**src/hdl/spc_pkg.sv**
```systemverilog
// Constants and types for the socket power control register block.
// Functional notes
// RQ1: Socket outputs disabled unless card output enable set.
// RQ2: Software may clear output enable to save power.
// RQ3: Primary layout bit 6 reads zero, ignores writes.
// RQ4: Bit 5 enables automatic power switching from detects.
// RQ5: Auto switching works only with system bit 7.
// RQ6: Power enable gates Vcc, level from system bit.
// RQ7: Primary layout bits 3 and 2 read zero.
// RQ8: Vpp request: none, Vcc, 12 V, reserved.
// RQ9: Vpp request ignored unless Vcc is on.
// RQ10: Alternate layout Vcc request in bits 4-3.
// RQ11: Alternate layout bits 6, 5, 2 read zero.
// RQ12: Power control at index 02h/802h, resets 00h.
// RQ13: General control at index 03h/803h, all read/write.
// RQ14: Revision field 0010b selects legacy mode; resets 0100b.
// RQ15: Power status reads one when Vcc/Vpp on.
// RQ16: Alternate layout in legacy mode, primary otherwise.
package spc_pkg;
	localparam int          ADDR_W        = 12;
	localparam logic [11:0] IDX_PWR       = 12'h002;
	localparam logic [11:0] IDX_GEN       = 12'h003;
	localparam logic [11:0] SOCK_PWR      = 12'h802;
	localparam logic [11:0] SOCK_GEN      = 12'h803;
	localparam logic [11:0] IDX_REV       = 12'h000;
	localparam logic [11:0] SOCK_REV      = 12'h800;
	localparam logic [7:0]  PWR_RESET     = 8'h00;
	localparam logic [7:0]  GEN_RESET     = 8'h00;
	localparam logic [3:0]  REV_RESET     = 4'h4;
	localparam logic [3:0]  REV_LEGACY    = 4'h2;
	localparam logic [1:0]  IF_TYPE       = 2'h2;
	localparam int          B_OE          = 7;
	localparam int          B_AUTO        = 5;
	localparam int          B_PWREN       = 4;
	localparam int          SYS_AUTO_BIT  = 7;
	localparam int          SYS_LEVEL_BIT = 2;
	localparam logic [7:0]  PRI_WMASK     = 8'hb3;
	localparam logic [7:0]  ALT_WMASK     = 8'h9b;
	localparam logic [1:0]  VPP_NONE      = 2'h0;
	localparam logic [1:0]  VPP_VCC       = 2'h1;
	localparam logic [1:0]  VPP_12V       = 2'h2;
	localparam logic [1:0]  VCC_5V        = 2'h2;
	localparam logic [1:0]  VCC_3V3       = 2'h3;
	typedef enum logic [1:0] {SPC_VCC_OFF, SPC_VCC_5V, SPC_VCC_3V3} spc_vcc_e;
	typedef enum logic [1:0] {SPC_VPP_OFF, SPC_VPP_VCC, SPC_VPP_12V} spc_vpp_e;
endpackage : spc_pkg

```
**src/hdl/spc_power_ctrl.sv**
```systemverilog
// Socket power control and general control registers with power switch drive.
module spc_power_ctrl (
	input  wire logic                        CLK,
	input  wire logic                        RST_B,
	input  wire logic                        REG_WR,
	input  wire logic                        REG_RD,
	input  wire logic [spc_pkg::ADDR_W-1:0]  REG_ADDR,
	input  wire logic [7:0]                  REG_WDATA,
	output logic      [7:0]                  REG_RDATA,
	output logic                             REG_HIT,
	input  wire logic [7:0]                  SYS_CTRL,
	input  wire logic                        CD1_B,
	input  wire logic                        CD2_B,
	output logic                             CARD_OUT_EN,
	output spc_pkg::spc_vcc_e                VCC_SEL,
	output spc_pkg::spc_vpp_e                VPP_SEL,
	output logic                             SOCKET_POWER_STATE,
	output logic                             LEGACY_MODE,
	output logic      [7:0]                  GEN_CTRL
);
	import spc_pkg::*;

	typedef struct packed {
		logic [7:0] pwr;
		logic [7:0] gen;
		logic [3:0] rev;
		logic [1:0] emu;
		logic [1:0] vcc;
		logic [1:0] vpp;
		logic [7:0] rdata;
		logic       hit;
	} spc_state_s;

	spc_state_s st_r;
	spc_state_s st_nxt;
	logic [1:0] cd_s;
	logic       card_in;
	logic       legacy;
	logic       auto_on;
	logic       pwr_on;
	logic [1:0] vcc_req;
	logic [1:0] vcc_act;
	logic [7:0] pwr_view;
	logic [7:0] wmask;

	function automatic logic hit_at(input logic [ADDR_W-1:0] a,
		input logic [ADDR_W-1:0] idx, input logic [ADDR_W-1:0] sock);
		hit_at = (a == idx) || (a == sock);
	endfunction

	function automatic logic [7:0] merge(input logic [7:0] old,
		input logic [7:0] d, input logic [7:0] m);
		merge = (old & ~m) | (d & m);
	endfunction

	// Resets to the idle pin level so no false card follows reset.
	spc_sync2 #(.W(2), .RST_VAL('1)) u_cd_sync (
		.CLK   (CLK),
		.RST_B (RST_B),
		.d     ({CD2_B, CD1_B}),
		.q     (cd_s)
	);

	always_comb begin
		card_in  = ~cd_s[0] & ~cd_s[1];
		legacy   = (st_r.rev == REV_LEGACY); // [RQ14] [RQ16]
		auto_on  = st_r.pwr[B_AUTO] & ~legacy
			& SYS_CTRL[SYS_AUTO_BIT]; // [RQ4] [RQ5]
		if (legacy)
			vcc_req = st_r.pwr[4:3]; // [RQ10]
		else if (st_r.pwr[B_PWREN])
			vcc_req = SYS_CTRL[SYS_LEVEL_BIT] ? VCC_3V3 : VCC_5V; // [RQ6]
		else
			vcc_req = 2'h0;
		if (auto_on && !card_in)
			vcc_act = 2'h0; // [RQ4]
		else
			vcc_act = vcc_req;
		pwr_on   = (vcc_act == VCC_5V) || (vcc_act == VCC_3V3);
		wmask    = legacy ? ALT_WMASK : PRI_WMASK; // [RQ16]
		pwr_view = st_r.pwr & wmask; // [RQ3] [RQ7] [RQ11]

		st_nxt       = st_r;
		st_nxt.hit   = 1'b0;
		st_nxt.rdata = 8'h00;
		if (REG_WR) begin
			if (hit_at(REG_ADDR, IDX_PWR, SOCK_PWR))
				st_nxt.pwr = merge(st_r.pwr, REG_WDATA,
					wmask); // [RQ3] [RQ7] [RQ11] [RQ12]
			if (hit_at(REG_ADDR, IDX_GEN, SOCK_GEN))
				st_nxt.gen = REG_WDATA; // [RQ13]
			if (hit_at(REG_ADDR, IDX_REV, SOCK_REV)) begin
				st_nxt.rev = REG_WDATA[3:0]; // [RQ14]
				st_nxt.emu = REG_WDATA[5:4];
			end
		end
		if (REG_RD) begin
			if (hit_at(REG_ADDR, IDX_PWR, SOCK_PWR)) begin
				st_nxt.rdata = pwr_view;
				st_nxt.hit   = 1'b1;
			end else if (hit_at(REG_ADDR, IDX_GEN, SOCK_GEN)) begin
				st_nxt.rdata = st_r.gen;
				st_nxt.hit   = 1'b1;
			end else if (hit_at(REG_ADDR, IDX_REV, SOCK_REV)) begin
				st_nxt.rdata = {IF_TYPE, st_r.emu, st_r.rev};
				st_nxt.hit   = 1'b1;
			end
		end

		st_nxt.vcc = vcc_act;
		if (!pwr_on) begin
			st_nxt.vpp = VPP_NONE; // [RQ9]
		end else begin
			case (st_r.pwr[1:0]) // [RQ8] [RQ9]
				VPP_NONE: st_nxt.vpp = VPP_NONE;
				VPP_VCC:  st_nxt.vpp = VPP_VCC;
				VPP_12V:  st_nxt.vpp = VPP_12V;
				default:  st_nxt.vpp = st_r.vpp;
			endcase
		end
	end

	always_ff @(posedge CLK) begin
		if (!RST_B) begin
			st_r       <= '0;
			st_r.pwr   <= PWR_RESET; // [RQ12]
			st_r.gen   <= GEN_RESET; // [RQ13]
			st_r.rev   <= REV_RESET; // [RQ14]
		end else begin
			st_r <= st_nxt;
		end
	end

	always_comb begin
		case (st_r.vcc)
			VCC_5V:  VCC_SEL = SPC_VCC_5V;
			VCC_3V3: VCC_SEL = SPC_VCC_3V3;
			default: VCC_SEL = SPC_VCC_OFF;
		endcase
		case (st_r.vpp)
			VPP_VCC: VPP_SEL = SPC_VPP_VCC;
			VPP_12V: VPP_SEL = SPC_VPP_12V;
			default: VPP_SEL = SPC_VPP_OFF;
		endcase
	end

	assign CARD_OUT_EN        = st_r.pwr[B_OE]; // [RQ1]
	assign SOCKET_POWER_STATE = (st_r.vcc == VCC_5V)
		|| (st_r.vcc == VCC_3V3); // [RQ15]
	assign LEGACY_MODE        = legacy;
	assign GEN_CTRL           = st_r.gen;
	assign REG_RDATA          = st_r.rdata;
	assign REG_HIT            = st_r.hit;
endmodule // spc_power_ctrl

```
**src/hdl/spc_sync2.sv**
```systemverilog
// Two flip-flop synchroniser for a bus of level inputs.
module spc_sync2 #(
	parameter int           W       = 2,
	parameter logic [W-1:0] RST_VAL = '0
) (
	input  wire logic         CLK,
	input  wire logic         RST_B,
	input  wire logic [W-1:0] d,
	output logic      [W-1:0] q
);
	typedef struct packed {
		logic [W-1:0] s1;
		logic [W-1:0] s2;
	} spc_sync_s;
	spc_sync_s st_r;
	spc_sync_s st_nxt;

	if (W < 1) begin : g_bad_width
		$error("spc_sync2 width must be positive");
	end

	always_comb begin
		st_nxt.s1 = d;
		st_nxt.s2 = st_r.s1;
	end

	always_ff @(posedge CLK) begin
		if (!RST_B)
			st_r <= {RST_VAL, RST_VAL};
		else
			st_r <= st_nxt;
	end

	assign q = st_r.s2;
endmodule // spc_sync2

```
**config.mk**
```make
export PLATFORM = sky130hd
export DESIGN_NAME = spc_power_ctrl
export DESIGN_NICKNAME = d
export VERILOG_FILES = /design/src/hdl/spc_pkg.sv /design/src/hdl/spc_power_ctrl.sv /design/src/hdl/spc_sync2.sv
export SDC_FILE = /design/constraint.sdc
export NUM_CORES = 1
export LEC_CHECK = 0
export BUFFER_PORTS_ARGS = -buffer_cell sky130_fd_sc_hd__buf_2
export CORE_ASPECT_RATIO = 1.4
export CORE_MARGIN = 2
export CORE_UTILIZATION = 52
export DETAILED_ROUTE_END_ITERATION = 8
export GPL_TIMING_DRIVEN = 0
export PLACE_DENSITY = 0.87
export SETUP_SLACK_MARGIN = 0.1
export SLEW_MARGIN = 30
export SYNTH_ARGS = -nofsm -noshare
export SYNTH_HDL_FRONTEND = slang
export SYNTH_SLANG_ARGS = --single-unit
```
**constraint.sdc**
```tcl
create_clock -name CLK -period 3.6 [get_ports CLK]
set_clock_uncertainty 0.2 [all_clocks]
set_input_delay 0.72 -clock CLK [delete_from_list [all_inputs] [get_ports CLK]]
set_output_delay 0.72 -clock CLK [all_outputs]
set_load 0.05 [all_outputs]
```
==> results_dict.tcl <==
set metrics [dict create \
    whs_ns 0.208 \
    clockBufferDepth 2 \
    rsz0062_at_grt "false" \
    fin_crit_sh_pct 69.4 \
    tightest_slew_ns 0.474 \
    portBuffers 48 \
    ir_worst_vdd_uv 365 \
    status "finished, final reports clean" \
    p_total_mw 0.795 \
    drive_gt1_share_pct 37.7 \
    drt_iter0_markers 46 \
    tritoncts "done" \
    antenna_found_initial 0 \
    final-max-slew-violation-count 0 \
    vias 1358 \
    synth_area_leader_cell "dfxtp_1" \
    drt-total-wl_mm 3.19 \
    holdBufCountCts 0 \
    wl_per_cell_um 11.9 \
    cts_resized 0 \
    viasPerCell 5.07 \
    dp_hpwl_mm 2.46 \
    cts_made_buffers 5 \
    die_w_um 50.9 \
    yosysUniqueCellTypes 34 \
    place.gp.congestion 0.864 \
    power.density_nw_per_um2 400 \
    clk_latency_ns 0.29 \
    area_growth_pct 24.4 \
    async_reset_ff_share_pct 0 \
    core_sq_um 2910 \
    synth_simple_gate_area_share_pct 27.7 \
    numClockSinks 37 \
    clkTransAtPathRegs_ns 0.07 \
    fmax_mhz 400 \
    grt_first_pass_wirelength_mm 5.38 \
    cts-root-buf "clkbuf_8" \
    tns_ns 0 \
    synth-compound-area-share_pct 12.2 \
    synth_area_sq_um 1600 \
    cp_max_fo 5 \
    layout_common_cells "buf_2 (51), dfxtp_1 (37), nand2_1 (23)" \
    final_common_cell "buf_2" \
    cts_setup_buffers 0 \
    htreeDepth 2 \
    die_y_um 69.6 \
    fin_nets 265 \
    maxCapViolations 0 \
    ys_seq_area_share_pct 46.3 \
    grt_pass1_vias 1263 \
    dr.pass1.iters 4 \
    synth_edf_count 0 \
    n_antenna_cell 0 \
    synthDominantCellAreaShare_pct 46.3 \
    synth_area_leaders "dfxtp_1 (46%), buf_4 (8.0%), nand2_1 (5.4%)" \
    cp-end-kind "primary output" \
    critPathRequiredTime_ns 2.68 \
    synth_area_per_cell_sq_um 9.09 \
    final-setup-viol-count 0 \
    num_io_pins 58 \
    die_area_sq_um 3540 \
    relSlewSlack_pct 68.4 \
    grt_max_degree 12 \
    grt_util_all_layers_pct 20.5 \
    synth_top_family_by_area "simple AND/OR/NAND/NOR gates" \
    muxShareOfSynthArea_pct 3.13 \
    cp_data_arrival_time_ns 1.58 \
    synth-seq-cells 37 \
    synthAdderAreaFrac_pct 0 \
    hold_violations 0 \
    netlist_instances 176 \
    ys_warn_count 0 \
    drc 0 \
    hp-class "reg -> reg" \
    synth_xor_area_share_pct 0 \
    start_kind "register" \
    synth_nets 210 \
    fp-row-count 23 \
    min_period_ns 2.50 \
    power.leakage_nw 0.941 \
    start_util_pct 55.0 \
    critical_path_class "reg -> out" \
    grt_overflow 0 \
    drtAntennaViolNets 0 \
    synthFlopType "dfxtp_1" \
]
kinds of logic after synthesis:
| kind of cell | Yosys count |
|---|---|
| compound gates | 31 |
| flops | 37 |
| mux | 5 |
| buf+inv | 27 |
| simple gates | 76 |
cells in the mapped netlist, types with 3 or more instances:
| library cell | instances |
|---|---|
| a21oi_1 | 4 |
| buf_2 | 3 |
| buf_4 | 17 |
| clkbuf_1 | 4 |
| dfxtp_1 | 37 |
| mux2i_1 | 5 |
| nand2_1 | 23 |
| nand2b_1 | 6 |
| nand3_1 | 13 |
| nand4_1 | 3 |
| nor2_1 | 6 |
| nor2b_1 | 8 |
| nor3_1 | 4 |
| o211ai_1 | 3 |
| o21ai_0 | 10 |
| o21ai_1 | 8 |
flip-flops by register name (all words and copies together) (netlist names), named ones only:
register,flops
CARD_OUT_EN,1
GEN_CTRL,8
REG_HIT,1
REG_RDATA,8
st_r,13
u_cd_sync.q,2
u_cd_sync.st_nxt,2
final cells by class:
cell class / instances / area [sq um]
Inverter: 2 / 8.76
Buffer: 25 / 161
Clock inverter: 2 / 35.0
Timing Repair Buffer: 48 / 240
Tap cell: 37 / 46.3
Sequential cell: 37 / 741
Clock buffer: 5 / 68.8
Multi-Input combinational cell: 112 / 688
Fill cell: 241 / 917
power breakdown:
group | switching, mW | internal, mW
Sequential | 0.000515 | 0.411
Clock | 0.138 | 0.201
Combinational | 0.0259 | 0.0182
critical path, stage by stage, from the launching register on:
cell and delay (ns):
dfxtp_1 0.32, or4b_4 0.58, clkinv_2 0.11, buf_2 0.27
worst paths after layout:
path | start | to | slack, ns | cells after the start
worst max-delay path | st_r[15] | LEGACY_MODE | 1.10 | 3
worst min register to register | u_cd_sync.st_nxt[0] | u_cd_sync.q[0] | 0.21 | 1
worst min-delay path | u_cd_sync.st_nxt[0] | u_cd_sync.q[0] | 0.21 | 1
worst max register to register | st_r[15] | REG_RDATA[3] | 1.98 | 4
layer usage:
| layer | vias up | global-route usage, % | wire, um |
|---|---|---|---|
| met4 | 0 | 13.5 | 93 |
| met5 | - | 0 | 0 |
| met3 | 9 | 6.68 | 203 |
| met2 | 44 | 33.9 | 1680 |
| met1 | 608 | 21.5 | 1210 |
| li1 | 697 | - | - |
stage by stage:
step           area [sq um]  setup slack [ns]  std cells  utilization (%)
4_1_cts                1990              1.10        268             68.4
2_1_floorplan          1600              1.62        176                -
3_3_place_gp           1890              1.35        261             64.9
6_report               1990              1.10        268             68.4
3_5_place_dp           1890              1.30        261             64.9
5_1_grt                1990              1.06        268             68.4
No activity file was read; power rests on OpenSTA's default activity.
